`config.mk`:
```
export PLATFORM = sky130hd
export DESIGN_NAME = tpr_ctrl
export DESIGN_NICKNAME = d
export VERILOG_FILES = /design/src/pkg/tpr_pkg.sv /design/src/hdl/tpr_ctrl.sv
export SDC_FILE = /design/constraint.sdc
export NUM_CORES = 1
export LEC_CHECK = 0
export BUFFER_PORTS_ARGS = -buffer_cell sky130_fd_sc_hd__clkbuf_2
export CORE_UTILIZATION = 42
export CTS_BUF_LIST = sky130_fd_sc_hd__clkbuf_16
export CTS_CLUSTER_SIZE = 28
export DETAILED_ROUTE_END_ITERATION = 16
export REMOVE_ABC_BUFFERS = 1
export SLEW_MARGIN = 15
export SYNTH_ARGS = -nofsm -noshare
export SYNTH_HDL_FRONTEND = slang
export SYNTH_SLANG_ARGS = --single-unit
```
`constraint.sdc`:
```
create_clock -name pclk -period 9.25 [get_ports pclk]
set_input_delay 0.925 -clock pclk [delete_from_list [all_inputs] [get_ports pclk]]
set_output_delay 0.925 -clock pclk [all_outputs]
set_load 0.005 [all_outputs]
```
`src/pkg/tpr_pkg.sv`:
```
/*
 tpr_pkg: constants, states and register map of the tape punch and
 loop transport controller. Assumes a 20 MHz pclk and a 16-bit tape
 counter in counter units.
*/
// Operation
// - non-play transport key interrupts loop; lamp blinks once tape leaves loop
// - seek-point key, or play inside or just before loop, resumes the loop
// - loop refused while track armed or recording
// - points closer than 0003 units: loop lamp off, memo lamps flash
// - rehearsal key enters setup, rehearsal lamp blinks
// - play in setup starts tape, latches start, start lamp on, memo lamps dark
// - record while playing in setup latches punch-in, in lamp, record-key lamp flashes
// - play after punch-in latches punch-out, out lamp on, in and key lamps off
// - after punch-out, 3 s postroll, rewind to start, rehearsal lamp steady
// - rehearsal pass at punch-in: monitor goes live, record lamp blinks, no recording
// - rehearsal pass at punch-out: monitor tape, lamp off, 3 s postroll, home
// - clear leaves rehearsal, lamp off, erases start, in and out points
// - rehearsal key while playing latches start point at once
// - footswitch latches points; after stop it rewinds to start
// - rehearsal refused while locating, looping or recording
// - locate and loop refused while punch points are captured
// - with punch points held, normal record mode is never entered
// - transport keys work during capture; wind back returns to start and stops
// - auto key arms, auto lamp blinks; play runs whole punch, lamp steady at out
// - play or footswitch reviews insert; auto key re-arms and lamp blinks
// - clear cancels auto mode, erases points, auto lamp off
// - manual punch: record while playing armed records; play ends it
// - lower stored point starts loop, higher ends it, rewind at end
package tpr_pkg;
	localparam int CNT_W = 16;
	localparam logic [15:0] LOOP_MIN_UNITS = 16'h0003;
	localparam logic [15:0] LOOP_NEAR_UNITS = 16'h0005;
	localparam logic [15:0] CNT_ZERO = 16'h0000;
	localparam int CLK_HZ = 20000000;
	localparam int POSTROLL_MS = 3000;
	localparam int BLINK_MS = 250;
	// least times, whole milliseconds give exact cycle counts
	localparam int POSTROLL_CYC = POSTROLL_MS * (CLK_HZ / 1000);
	localparam int BLINK_CYC = BLINK_MS * (CLK_HZ / 1000);
	localparam int TMR_W = 26;
	localparam logic [11:0] ADDR_CTRL = 12'h000;
	localparam logic [11:0] ADDR_STATUS = 12'h004;
	localparam logic [11:0] ADDR_START = 12'h008;
	localparam logic [11:0] ADDR_IN = 12'h00c;
	localparam logic [11:0] ADDR_OUT = 12'h010;
	localparam int CTRL_FOOT_EN = 0;
	localparam logic [31:0] CTRL_RESET = 32'h0000_0001;
	localparam logic [1:0] CAP_NONE = 2'h0;
	localparam logic [1:0] CAP_START = 2'h1;
	localparam logic [1:0] CAP_IN = 2'h2;
	localparam logic [1:0] CAP_OUT = 2'h3;
	localparam logic [1:0] KD_REH = 2'h0;
	localparam logic [1:0] KD_REC = 2'h1;
	localparam logic [1:0] KD_REV = 2'h2;
	typedef enum logic [1:0] {
		XP_STOP = 2'b00,
		XP_PLAY = 2'b01,
		XP_FFWD = 2'b10,
		XP_REW = 2'b11
	} tpr_xport_t;
	typedef enum logic [2:0] {
		MD_IDLE = 3'b000,
		MD_LOOP = 3'b001,
		MD_LOOP_HOLD = 3'b010,
		MD_RH_SETUP = 3'b011,
		MD_RH_READY = 3'b100,
		MD_AUTO_ARM = 3'b101,
		MD_AUTO_DONE = 3'b110
	} tpr_mode_t;
	typedef enum logic [1:0] {
		PH_NONE = 2'b00,
		PH_PLAY = 2'b01,
		PH_POST = 2'b10,
		PH_HOME = 2'b11
	} tpr_phase_t;
endpackage : tpr_pkg

```
`src/hdl/tpr_ctrl.sv`:
```
/*
 tpr_ctrl: loop play, punch rehearsal, auto and manual punch control.
 Assumes key and footswitch inputs are one-cycle pulses synchronous to
 pclk, and that the transport follows xport_cmd and moves tape_count.
*/
`timescale 1ns/100ps
module tpr_ctrl #(
	parameter int POSTROLL_CYCLES = tpr_pkg::POSTROLL_CYC, // postroll length
	parameter int BLINK_CYCLES = tpr_pkg::BLINK_CYC // half blink period
) (
	input wire logic pclk, // 20 MHz clock
	input wire logic presetn, // async reset
	input wire logic [11:0] paddr, // apb address
	input wire logic psel, // apb select
	input wire logic penable, // apb enable
	input wire logic pwrite, // apb direction
	input wire logic [31:0] pwdata, // apb write data
	output logic [31:0] prdata, // apb read data
	output logic pready, // apb ready
	output logic pslverr, // apb error
	input wire logic key_play, // play key pulse
	input wire logic key_stop, // stop key pulse
	input wire logic key_ffwd, // fast forward pulse
	input wire logic wind_back_key, // rewind key pulse
	input wire logic key_rec, // record key pulse
	input wire logic key_loop, // loop key pulse
	input wire logic seek_point_one_key, // seek point one pulse
	input wire logic seek_point_two_key, // seek point two pulse
	input wire logic key_rehearsal, // rehearsal key pulse
	input wire logic key_auto, // auto punch key pulse
	input wire logic key_clear, // clear key pulse
	input wire logic footswitch, // footswitch pulse
	input wire logic track_armed, // punch track ready
	input wire logic [15:0] tape_count, // live counter
	input wire logic [15:0] memo_one, // stored point one
	input wire logic [15:0] memo_two, // stored point two
	input wire logic memo_one_valid, // point one held
	input wire logic memo_two_valid, // point two held
	output tpr_pkg::tpr_xport_t xport_cmd, // transport command
	output logic rec_gate, // record head on
	output logic monitor_live, // monitor live input
	output logic rehearsal_lamp, // rehearsal lamp
	output logic start_lamp, // start lamp
	output logic in_lamp, // punch-in lamp
	output logic out_lamp, // punch-out lamp
	output logic rec_key_lamp, // lamp over record key
	output logic rec_lamp, // track record lamp
	output logic auto_lamp, // armed lamp
	output logic loop_lamp, // loop lamp
	output logic memo_one_lamp, // point one lamp
	output logic memo_two_lamp // point two lamp
);
	tpr_pkg::tpr_mode_t mode_reg;
	tpr_pkg::tpr_phase_t phase_reg;
	tpr_pkg::tpr_xport_t xport_reg;
	logic [1:0] cap_reg, kind_reg;
	logic [15:0] start_reg, in_reg, out_reg, loc_tgt_reg, prev_reg;
	logic loc_act_reg, loc_play_reg, rpt_reg, auto_steady_reg;
	logic rec_gate_reg, mon_live_reg, memo_flash_reg, memo_dark_reg;
	logic [tpr_pkg::TMR_W-1:0] tmr_reg, blink_cnt_reg;
	logic blink_reg;
	logic [31:0] ctrl_reg, prdata_reg, rd_data;

	// decode of keys and tape position
	wire [11:0] keys = {key_play, key_stop, key_ffwd, wind_back_key, key_rec, key_loop,
		seek_point_one_key, seek_point_two_key, key_rehearsal, key_auto, key_clear,
		footswitch};
	wire foot = footswitch & ctrl_reg[tpr_pkg::CTRL_FOOT_EN];
	wire seek = seek_point_one_key | seek_point_two_key;
	wire playing = xport_reg == tpr_pkg::XP_PLAY;
	wire stopped = xport_reg == tpr_pkg::XP_STOP;
	wire rec_mode = track_armed | rec_gate_reg;
	wire points_ok = memo_one_valid & memo_two_valid;
	wire [15:0] lo = (memo_one < memo_two) ? memo_one : memo_two;
	wire [15:0] hi = (memo_one < memo_two) ? memo_two : memo_one;
	wire span_short = !points_ok || (hi - lo) < tpr_pkg::LOOP_MIN_UNITS;
	wire [15:0] lo_near = (lo > tpr_pkg::LOOP_NEAR_UNITS) ?
		lo - tpr_pkg::LOOP_NEAR_UNITS : tpr_pkg::CNT_ZERO;
	wire in_loop = tape_count >= lo && tape_count <= hi;
	wire near_loop = tape_count >= lo_near && tape_count <= hi;
	wire hit_in = playing && tape_count == in_reg && prev_reg != in_reg;
	wire hit_out = playing && tape_count == out_reg && prev_reg != out_reg;
	wire loc_hit = loc_act_reg && (tape_count == loc_tgt_reg ||
		(xport_reg == tpr_pkg::XP_REW && tape_count < loc_tgt_reg) ||
		(xport_reg == tpr_pkg::XP_FFWD && tape_count > loc_tgt_reg));
	wire tpr_pkg::tpr_xport_t loc_dir = (tape_count < loc_tgt_reg) ?
		tpr_pkg::XP_FFWD : tpr_pkg::XP_REW;
	wire loop_ok = !rec_mode && !span_short;
	wire reh_ok = !loc_act_reg && !rec_gate_reg;

	// free blink phase shared by all flashing lamps
	always_ff @(posedge pclk or negedge presetn) begin
		if (!presetn) begin
			blink_cnt_reg <= '0;
			blink_reg <= 1'b0;
		end else if (blink_cnt_reg == tpr_pkg::TMR_W'(BLINK_CYCLES - 1)) begin
			blink_cnt_reg <= '0;
			blink_reg <= !blink_reg;
		end else begin
			blink_cnt_reg <= blink_cnt_reg + 1'b1;
		end
	end

	// transport, mode and pass sequencer; later assignments win
	always_ff @(posedge pclk or negedge presetn) begin
		if (!presetn) begin
			mode_reg <= tpr_pkg::MD_IDLE;
			phase_reg <= tpr_pkg::PH_NONE;
			xport_reg <= tpr_pkg::XP_STOP;
			cap_reg <= tpr_pkg::CAP_NONE;
			kind_reg <= tpr_pkg::KD_REH;
			start_reg <= '0;
			in_reg <= '0;
			out_reg <= '0;
			loc_tgt_reg <= '0;
			prev_reg <= '0;
			loc_act_reg <= 1'b0;
			loc_play_reg <= 1'b0;
			rpt_reg <= 1'b0;
			auto_steady_reg <= 1'b0;
			rec_gate_reg <= 1'b0;
			mon_live_reg <= 1'b0;
			memo_flash_reg <= 1'b0;
			memo_dark_reg <= 1'b0;
			tmr_reg <= '0;
		end else begin
			prev_reg <= tape_count;
			if (|keys)
				memo_flash_reg <= 1'b0;
			// locate engine: wind toward target, then play or stop
			if (loc_hit) begin
				loc_act_reg <= 1'b0;
				xport_reg <= loc_play_reg ? tpr_pkg::XP_PLAY : tpr_pkg::XP_STOP;
			end else if (loc_act_reg) begin
				xport_reg <= loc_dir;
			end
			// pass phases shared by rehearsal, auto punch and review
			case (phase_reg)
				tpr_pkg::PH_PLAY: begin
					if (hit_in && kind_reg != tpr_pkg::KD_REV) begin
						mon_live_reg <= 1'b1;
						rec_gate_reg <= kind_reg == tpr_pkg::KD_REC;
					end
					if (hit_out) begin
						mon_live_reg <= 1'b0;
						rec_gate_reg <= 1'b0;
						auto_steady_reg <= kind_reg == tpr_pkg::KD_REC;
						phase_reg <= tpr_pkg::PH_POST;
						tmr_reg <= tpr_pkg::TMR_W'(POSTROLL_CYCLES - 1);
					end
				end
				tpr_pkg::PH_POST: begin
					if (tmr_reg == '0) begin
						phase_reg <= tpr_pkg::PH_HOME;
						loc_act_reg <= 1'b1;
						loc_tgt_reg <= start_reg;
						loc_play_reg <= 1'b0;
					end else begin
						tmr_reg <= tmr_reg - 1'b1;
					end
				end
				tpr_pkg::PH_HOME: begin
					if (loc_hit) begin
						phase_reg <= rpt_reg ? tpr_pkg::PH_PLAY : tpr_pkg::PH_NONE;
						if (rpt_reg)
							xport_reg <= tpr_pkg::XP_PLAY;
						if (mode_reg == tpr_pkg::MD_RH_SETUP)
							mode_reg <= tpr_pkg::MD_RH_READY;
						if (mode_reg == tpr_pkg::MD_AUTO_ARM && kind_reg == tpr_pkg::KD_REC)
							mode_reg <= tpr_pkg::MD_AUTO_DONE;
					end
				end
				default: begin
				end
			endcase
			case (mode_reg)
				tpr_pkg::MD_IDLE, tpr_pkg::MD_LOOP_HOLD: begin
					if (key_loop) begin
						if (rec_mode) begin
						end else if (span_short) begin
							memo_flash_reg <= 1'b1;
						end else begin
							// wind to lower point, then play
							mode_reg <= tpr_pkg::MD_LOOP;
							loc_act_reg <= 1'b1;
							loc_tgt_reg <= lo;
							loc_play_reg <= 1'b1;
						end
					end else if (key_rehearsal && mode_reg == tpr_pkg::MD_IDLE && reh_ok) begin
						mode_reg <= tpr_pkg::MD_RH_SETUP;
						if (playing) begin
							start_reg <= tape_count;
							cap_reg <= tpr_pkg::CAP_START;
						end
					end else if (key_play) begin
						// resume near the loop; punch out
						xport_reg <= tpr_pkg::XP_PLAY;
						loc_act_reg <= 1'b0;
						rec_gate_reg <= 1'b0;
						if (mode_reg == tpr_pkg::MD_LOOP_HOLD && near_loop)
							mode_reg <= tpr_pkg::MD_LOOP;
					end else if (key_stop || key_ffwd || wind_back_key) begin
						xport_reg <= key_stop ? tpr_pkg::XP_STOP :
							key_ffwd ? tpr_pkg::XP_FFWD : tpr_pkg::XP_REW;
						loc_act_reg <= 1'b0;
						rec_gate_reg <= 1'b0;
					end else if ((key_rec || foot) && playing && track_armed
						&& mode_reg == tpr_pkg::MD_IDLE) begin
						rec_gate_reg <= !(foot && rec_gate_reg);
					end else if (seek && mode_reg == tpr_pkg::MD_LOOP_HOLD && !span_short) begin
						mode_reg <= tpr_pkg::MD_LOOP;
						loc_act_reg <= 1'b1;
						loc_tgt_reg <= lo;
						loc_play_reg <= 1'b1;
					end else if (seek) begin
						loc_act_reg <= seek_point_one_key ? memo_one_valid : memo_two_valid;
						loc_tgt_reg <= seek_point_one_key ? memo_one : memo_two;
						loc_play_reg <= 1'b0;
					end else if (key_clear) begin
						mode_reg <= tpr_pkg::MD_IDLE;
					end
				end
				tpr_pkg::MD_LOOP: begin
					// interrupt by any other transport key
					if (key_stop || key_ffwd || wind_back_key) begin
						mode_reg <= tpr_pkg::MD_LOOP_HOLD;
						loc_act_reg <= 1'b0;
						xport_reg <= key_stop ? tpr_pkg::XP_STOP :
							key_ffwd ? tpr_pkg::XP_FFWD : tpr_pkg::XP_REW;
					end else if (playing && !loc_act_reg && tape_count >= hi) begin
						// end reached, back to lower point
						loc_act_reg <= 1'b1;
						loc_tgt_reg <= lo;
						loc_play_reg <= 1'b1;
					end
				end
				tpr_pkg::MD_RH_SETUP: begin
					// loop and seek keys are not decoded here
					if (key_clear) begin
						mode_reg <= tpr_pkg::MD_IDLE;
					end else if (key_play || foot) begin
						if (cap_reg == tpr_pkg::CAP_NONE) begin
							xport_reg <= tpr_pkg::XP_PLAY;
							start_reg <= tape_count;
							cap_reg <= tpr_pkg::CAP_START;
							memo_dark_reg <= 1'b1;
						end else if (cap_reg == tpr_pkg::CAP_START && foot && playing) begin
							in_reg <= tape_count;
							cap_reg <= tpr_pkg::CAP_IN;
						end else if (cap_reg == tpr_pkg::CAP_IN && playing) begin
							out_reg <= tape_count;
							cap_reg <= tpr_pkg::CAP_OUT;
							phase_reg <= tpr_pkg::PH_POST;
							tmr_reg <= tpr_pkg::TMR_W'(POSTROLL_CYCLES - 1);
						end else if (foot && stopped) begin
							loc_act_reg <= 1'b1;
							loc_tgt_reg <= start_reg;
							loc_play_reg <= 1'b0;
						end else if (key_play) begin
							xport_reg <= tpr_pkg::XP_PLAY;
						end
					end else if (key_rec && playing && cap_reg == tpr_pkg::CAP_START) begin
						in_reg <= tape_count;
						cap_reg <= tpr_pkg::CAP_IN;
					end else if (key_stop || key_ffwd) begin
						xport_reg <= key_stop ? tpr_pkg::XP_STOP : tpr_pkg::XP_FFWD;
						loc_act_reg <= 1'b0;
						if (phase_reg == tpr_pkg::PH_POST)
							phase_reg <= tpr_pkg::PH_HOME;
					end else if (wind_back_key) begin
						loc_act_reg <= 1'b1;
						loc_tgt_reg <= start_reg;
						loc_play_reg <= 1'b0;
					end
				end
				default: begin
					// ready, armed and done: points are held, no record key
					if (key_clear) begin
						mode_reg <= tpr_pkg::MD_IDLE;
					end else if (key_auto && mode_reg != tpr_pkg::MD_AUTO_ARM) begin
						mode_reg <= tpr_pkg::MD_AUTO_ARM;
						auto_steady_reg <= 1'b0;
					end else if ((key_play || foot || key_loop) && phase_reg == tpr_pkg::PH_NONE) begin
						// start a pass from start point
						xport_reg <= tpr_pkg::XP_PLAY;
						phase_reg <= tpr_pkg::PH_PLAY;
						rpt_reg <= key_loop && mode_reg == tpr_pkg::MD_RH_READY;
						kind_reg <= mode_reg == tpr_pkg::MD_RH_READY ? tpr_pkg::KD_REH :
							mode_reg == tpr_pkg::MD_AUTO_ARM ? tpr_pkg::KD_REC : tpr_pkg::KD_REV;
						// review after auto punch also holds auto_steady_reg set until out
						if (mode_reg == tpr_pkg::MD_AUTO_DONE)
							auto_steady_reg <= 1'b1;
					end else if (key_stop || (foot && stopped) || wind_back_key) begin
						phase_reg <= tpr_pkg::PH_NONE;
						rpt_reg <= 1'b0;
						mon_live_reg <= 1'b0;
						rec_gate_reg <= 1'b0;
						xport_reg <= tpr_pkg::XP_STOP;
						loc_act_reg <= !key_stop;
						loc_tgt_reg <= start_reg;
						loc_play_reg <= 1'b0;
					end
				end
			endcase
			// clear wipes the stored points and any pass in flight
			if (key_clear && mode_reg >= tpr_pkg::MD_RH_SETUP) begin
				cap_reg <= tpr_pkg::CAP_NONE;
				phase_reg <= tpr_pkg::PH_NONE;
				rpt_reg <= 1'b0;
				mon_live_reg <= 1'b0;
				rec_gate_reg <= 1'b0;
				memo_dark_reg <= 1'b0;
				auto_steady_reg <= 1'b0;
				start_reg <= '0;
				in_reg <= '0;
				out_reg <= '0;
			end
		end
	end

	// lamp selection terms
	wire man_ok = mode_reg <= tpr_pkg::MD_LOOP_HOLD;
	wire lamp_rehearsal_lamp = mode_reg == tpr_pkg::MD_RH_READY ||
		(mode_reg == tpr_pkg::MD_RH_SETUP && blink_reg);
	// armed blink only outside point modes
	wire lamp_rec = rec_gate_reg || (mon_live_reg && blink_reg) ||
		(man_ok && track_armed && blink_reg);
	wire lamp_auto = mode_reg == tpr_pkg::MD_AUTO_DONE ||
		(mode_reg == tpr_pkg::MD_AUTO_ARM && (auto_steady_reg || blink_reg));
	// steady in loop, blinking once outside while held
	wire lamp_loop = mode_reg == tpr_pkg::MD_LOOP ||
		(mode_reg == tpr_pkg::MD_LOOP_HOLD && (in_loop || blink_reg));

	// lamps, registered from mode, capture, gate and memo state and blink phase
	always_ff @(posedge pclk or negedge presetn) begin
		if (!presetn) begin
			rehearsal_lamp <= 1'b0;
			start_lamp <= 1'b0;
			in_lamp <= 1'b0;
			out_lamp <= 1'b0;
			rec_key_lamp <= 1'b0;
			rec_lamp <= 1'b0;
			auto_lamp <= 1'b0;
			loop_lamp <= 1'b0;
			memo_one_lamp <= 1'b0;
			memo_two_lamp <= 1'b0;
		end else begin
			rehearsal_lamp <= lamp_rehearsal_lamp;
			start_lamp <= cap_reg != tpr_pkg::CAP_NONE;
			in_lamp <= cap_reg == tpr_pkg::CAP_IN;
			out_lamp <= cap_reg == tpr_pkg::CAP_OUT;
			rec_key_lamp <= cap_reg == tpr_pkg::CAP_IN && blink_reg;
			rec_lamp <= lamp_rec;
			auto_lamp <= lamp_auto;
			loop_lamp <= lamp_loop;
			memo_one_lamp <= memo_flash_reg ? blink_reg : memo_one_valid && !memo_dark_reg;
			memo_two_lamp <= memo_flash_reg ? blink_reg : memo_two_valid && !memo_dark_reg;
		end
	end

	// apb slave: zero wait, read data latched in the setup cycle
	wire addr_ok = paddr == tpr_pkg::ADDR_CTRL || paddr == tpr_pkg::ADDR_STATUS ||
		paddr == tpr_pkg::ADDR_START || paddr == tpr_pkg::ADDR_IN ||
		paddr == tpr_pkg::ADDR_OUT;
	wire apb_wr = psel && penable && pwrite && paddr == tpr_pkg::ADDR_CTRL;
	assign rd_data = paddr == tpr_pkg::ADDR_CTRL ? ctrl_reg :
		paddr == tpr_pkg::ADDR_STATUS ? {18'h00000, rec_gate_reg, mon_live_reg,
			loc_act_reg, kind_reg, phase_reg, cap_reg, mode_reg, xport_reg} :
		paddr == tpr_pkg::ADDR_START ? {16'h0000, start_reg} :
		paddr == tpr_pkg::ADDR_IN ? {16'h0000, in_reg} :
		paddr == tpr_pkg::ADDR_OUT ? {16'h0000, out_reg} : 32'h0000_0000;
	assign pready = 1'b1;
	assign pslverr = psel && penable && !addr_ok;
	assign prdata = prdata_reg;
	assign xport_cmd = xport_reg;
	assign rec_gate = rec_gate_reg;
	assign monitor_live = mon_live_reg;

	// control register and read latch
	always_ff @(posedge pclk or negedge presetn) begin
		if (!presetn) begin
			ctrl_reg <= tpr_pkg::CTRL_RESET;
			prdata_reg <= '0;
		end else begin
			if (apb_wr)
				ctrl_reg <= {31'h0000_0000, pwdata[tpr_pkg::CTRL_FOOT_EN]};
			if (psel && !penable)
				prdata_reg <= rd_data;
		end
	end

	wire one_key = $onehot(keys);
endmodule : tpr_ctrl

```
; After elaboration in Yosys (flattened, before gate mapping)
; Index checks and enable logic that the tools add are counted.
[op_classes]
n_lt_le_gt_ge = 11
bitwise_logic = 7
n_addsub = 4
reduce_logical = 104
muxes = 252
n_eq_ne = 43
[ops]
columns = op, count
row1 = 16-bit 2-to-1 mux, 56
row2 = 26-bit 2-to-1 mux, 9
row3 = 1-bit 2-to-1 mux, 106
row4 = 2-bit 2-to-1 mux, 52
row5 = 3-bit 2-to-1 mux, 18
row6 = 26-bit case mux with 2 select lines, 1
row7 = 16-bit equality test, 3
row8 = 16-bit >= comparator, 3
row9 = 16-bit case mux with 3 select lines, 1
row10 = 1-bit logical AND, 47
row11 = 16-bit < comparator, 2
row12 = 16-bit inequality test, 2
row13 = 16-bit case mux with 2 select lines, 1
row14 = 26-bit by 1-bit adder with 26-bit output (second input constant), 1
row15 = 26-bit by 23-bit equality test with 1-bit output (second input constant), 1
row16 = 26-bit logical NOT, 1
row17 = 26-bit by 1-bit subtractor with 26-bit output (second input constant), 1
row18 = 12-bit by 4-bit equality test with 1-bit output (second input constant), 2
row19 = 1-bit logical OR, 21
row20 = 3-bit inequality test (second input constant), 7
row21 = 16-bit > comparator, 1
row22 = 16-bit by 3-bit > comparator with 1-bit output (second input constant), 1
row23 = 16-bit <= comparator, 1
row24 = 16-bit by 2-bit < comparator with 1-bit output (second input constant), 1
row25 = 39 further kinds, 82
[totals]
regBits = 195
out_inout_bits = 48
wordCells = 454

; Longest topological paths before layout
[logic_depth]
depth_word = 17
mapped_depth = 32
depth_no_buf = 28

; Worst setup path before layout
; OpenSTA, ideal clock, no wires.
[synth_path]
kind = input port to flip-flop
from = input port memo_two[15]
to = register mode_reg[0]
setup_time_ns = 0.138
path_slack_ns = 2.321
stages = 30
required_time_ns = 9.112
t_arrival_ns = 6.791
cell_sequence = inv_1 > ha_1 > buf_4 > nand4_1 > or2_1 > a211o_1 > nand3_4 > buf_6 > buf_4 > buf_1 > mux2i_1 > nand3_1 > nor2_1 > nand4_1 > or2_2 > and2_1 > ha_1 > nand2b_1 > a21o_1 > a21o_1 > a21o_1 > a21o_1 > a21o_1 > a21o_1 > a21oi_1 > o211ai_1 > o41ai_1 > inv_1 > o32ai_1 > o211ai_1
[synth_between]
elab_chain_cells = 14
[synth_rtl]
columns = element, line_no
row1 = "start, declared", tpr_ctrl.sv:36  ; input wire logic [15:0] memo_two,
row2 = 16-bit < comparator, "tpr_ctrl.sv:74, tpr_ctrl.sv:75"
row3 = "16-bit 2-to-1 mux, on equally long branches", "tpr_ctrl.sv:75, tpr_ctrl.sv:74"
row4 = 16-bit subtractor, tpr_ctrl.sv:76  ; wire span_short = !points_ok || (hi - lo) < tpr_pkg::LOOP_MIN_UNITS;
row5 = 16-bit by 2-bit < comparator with 1-bit output, tpr_ctrl.sv:76
row6 = 1-bit logical OR, tpr_ctrl.sv:76
row7 = 1-bit logical NOT, tpr_ctrl.sv:210  ; end else if (seek && mode_reg == tpr_pkg::MD_LOOP_HOLD && !span_short) begin
row8 = 1-bit logical AND, tpr_ctrl.sv:210
row9 = 3-bit 2-to-1 mux, tpr_ctrl.sv:210
row10 = 3-bit 2-to-1 mux, tpr_ctrl.sv:207  ; end else if ((key_rec || foot) && playing && track_armed
row11 = 3-bit 2-to-1 mux, tpr_ctrl.sv:202  ; end else if (key_stop || key_ffwd || wind_back_key) begin
row12 = 3-bit 2-to-1 mux, tpr_ctrl.sv:195  ; end else if (key_play) begin
row13 = 3-bit 2-to-1 mux, tpr_ctrl.sv:189  ; end else if (key_rehearsal && mode_reg == tpr_pkg::MD_IDLE && reh_ok) begin
row14 = 3-bit 2-to-1 mux (*), tpr_ctrl.sv:178  ; if (key_loop) begin
row15 = 3-bit case mux with 3 select lines (*), tpr_ctrl.sv:176  ; case (mode_reg)
row16 = "end signal, assigned", tpr_ctrl.sv:184  ; mode_reg <= tpr_pkg::MD_LOOP;
row17 = "end signal, assigned", tpr_ctrl.sv:190  ; mode_reg <= tpr_pkg::MD_RH_SETUP;
row18 = "end signal, assigned", tpr_ctrl.sv:201  ; mode_reg <= tpr_pkg::MD_LOOP;
row19 = "end, declared", tpr_ctrl.sv:53  ; tpr_pkg::tpr_mode_t mode_reg;
; Mark *: on every way between the ends. The rest lies on a longest branch, timed or not.
; A chain may end at the register's enable or synchronous reset.

; Worst setup path after layout
[layout_path]
from = input port memo_two[10]
to = register mode_reg[0]
; Same word-level chain as after synthesis.

==> run summary <==
outcome: completed
f_max: 133 MHz
CP delay by family, top: compound AO/OA/AOI/OAI gates
pre-CTS worst setup slack: 1.47 ns
num ports: 160
top_reg_cell synth: dfrtp_1
Post-Syn Instances: 1,900
Die Y: 192 um
Die Area: 0.0368 mm^2
CP max-delay cell: ha_1
Max-Cap Viols: 0
number of CTS-inserted buffers: 17
# rows: 69
vias in the first global route: 14,200
Comb pwr share: 47.3%
clk slew on worst S/H paths: 0.08 ns
DR vias/cell: 6.26
CTS tree: yes
area grow syn2layout: 10.1%
FFs w/ async S/R, synth: 100%
total global-route track usage: 29.1%
Tmin final: 7.54 ns
switching part of the total: 46.6%
Tightest Pin Transition: 1.19 ns
worst hold path type: reg -> reg
critical path class: in -> reg
post-CTS sizing: 0
pwr dens: 231 mW/mm^2
initial antenna violation count: 0
RePlAce Congestion: 0.946
nets: 2,162
largest net degree at the start of global routing: 112
DRT Wirelength: 53.4 mm
# setup viols final: 0
commonest non-fill, non-tap cells in the layout: nand2_1 (180), dfrtp_1 (178), o21ai_0 (170)
switching power total: 0.00179 W
RSZ-0062 raised after global routing: no
# diodes: 0
Crit Path Max Fanout: 25
Worst VDD drop: 0.199 mV
max-slew violations: 0
Clock Latency Late Sink: 0.46 ns
CP peak stage delay: 0.50 ns
Die Span X: 192 um
Final ANT Viol Nets: 0
Worst slew margin: 20.5%
CP Data Required Time: 9.55 ns
first-pass GRT wire length: 82.5 mm
Cell Int Power: 0.00205 W
setup bufs post-CTS: 0
Most common cell on crit path: a21o_1
Clk pwr share: 19.7%
DRT iter0 DRCs: 1,577
root buf cell: clkbuf_16
DRC Markers: 0
cell area after synthesis: 0.0152 mm^2
post-route setup TNS: 0 ns
core area: 0.0356 mm^2
htree depth: 4
worst setup margin: 1.71 ns
CP endpoint kind: flip-flop
warnings from Yosys: 0
register share of total power: 33.0%
Vias: 15,200
Startpoint Class: input pin
Initial Utilization: 42.6%
port bufs: 111
Routed wire per std cell: 22.0 um
WP buf/inv: 4
Final Hold Viols: 0
most common cell after layout, fill and taps aside: nand2_1
Post-synth EDFFs: 0
Critical Path AT: 7.84 ns
period utilisation layout: 81.5%
share of cells above drive strength 1: 12.1%
Cell variety after synth: 85
grt ovf: 0
Final Skew: 0.0163 ns
Max Buffers Root-to-Sink: 2
Initial DRT Pass Iterations: 6
Leak Pwr: 7.38 nW
Mapped Avg Cell Area: 7.97 um^2
Detail Placement HPWL: 39.0 mm
FF+latch count, synth: 179
Post-CTS Hold Fix Bufs: 0
Clock Sinks: 179
post-synthesis sequential area ratio: 29.6%
worst reg2reg max path: stages, from the launching register on:
cell       delay, ns
dfrtp_1         0.32
buf_4           0.29
or2_2           0.61
nor2_1          0.14
o2111ai_1       0.27
and3_1          0.78
and3_1          0.64
a21boi_1        0.93
a221oi_1        0.28
o31ai_1         0.34
through the flow:
| stage | total power, W | hold slack (ns) | cell area [um^2] | utilization, % | instances |
|---|---|---|---|---|---|
| 3_3_place_gp | 0.00301 | 0.457 | 16100 | 45.2 | 2403 |
| 2_1_floorplan | 0.00242 | 0.439 | 14700 | - | 1798 |
| 5_1_grt | 0.00410 | 0.500 | 16700 | 46.9 | 2435 |
| 6_report | 0.00385 | 0.474 | 16700 | 46.9 | 2435 |
| 3_5_place_dp | 0.00305 | 0.466 | 16100 | 45.2 | 2403 |
| 4_1_cts | 0.00381 | 0.477 | 16700 | 46.9 | 2435 |
per-layer routing:
metal	part of all wire, %	vias up	global-route usage, %
li1	-	7078	-
met1	45	7364	40.8
met2	45	692	45.8
met3	7.3	108	4.99
met4	2.2	0	7.81
met5	0	-	0
power by group through the flow:
stage / combinational [W] / clock, W / sequential, W
5_1_grt: 0.00201 / 0.000795 / 0.00129
6_report: 0.00182 / 0.000758 / 0.00127
3_5_place_dp: 0.00177 / 0 / 0.00128
4_1_cts: 0.00178 / 0.000766 / 0.00126
3_3_place_gp: 0.00174 / 0 / 0.00127
2_1_floorplan: 0.00125 / 0 / 0.00116
cell type report:
cell class                 instances  area, um^2
timing repair buffer             144         812
clock buffer                      17         425
inverter                          74         278
clock inverter                    15         170
multi-input combinational       1545        9950
fill                            3578       18900
sequential                       179        4480
tap                              461         577
cells in the mapped netlist, types with 31 or more instances:
cell type	instances	share of area [%]
mux2i_1	38	2.5
a31oi_1	63	2.6
nand3_1	76	2.5
o21ai_0	171	5.6
nor2b_1	37	1.5
a22oi_1	31	1.5
inv_1	73	1.8
nor2_1	159	3.9
nor3_1	33	1.1
dfrtp_1	178	29
nand2_1	180	4.5
a21oi_1	133	4.4
a221oi_1	31	1.8
nand4_1	36	1.5
xnor2_1	58	3.4
ha_1	89	7.3
clkbuf_1	80	2.0
xor2_1	48	2.8
path summary, 6_finish.rpt:
path                                                 start                           to  slack [ns]  cells past startpoint
worst max-delay path                          memo_two[10]        mode_reg[0]$_DFF_PN0_        1.71                     29
worst min-delay path            blink_cnt_reg[4]$_DFF_PN0_   blink_cnt_reg[4]$_DFF_PN0_        0.47                      1
worst max register to register       mode_reg[2]$_DFF_PN0_     loc_tgt_reg[1]$_DFF_PN0_        4.54                      9
worst min register to register  blink_cnt_reg[4]$_DFF_PN0_   blink_cnt_reg[4]$_DFF_PN0_        0.47                      1
max in group asynchronous                          presetn     loc_tgt_reg[8]$_DFF_PN0_        7.12                      2
min in group asynchronous                          presetn  blink_cnt_reg[18]$_DFF_PN0_        0.56                      1
cell families after synthesis:
group,Yosys count,synth area share [%]
buf+inv,191,5.43
simple gates,649,20.7
fa+ha+maj,90,7.42
xor+xnor,106,6.13
mux,63,4.39
other cells,2,0.0496
flops,179,29.6
compound gates,620,26.3
(Power assumes the default switching activity.)
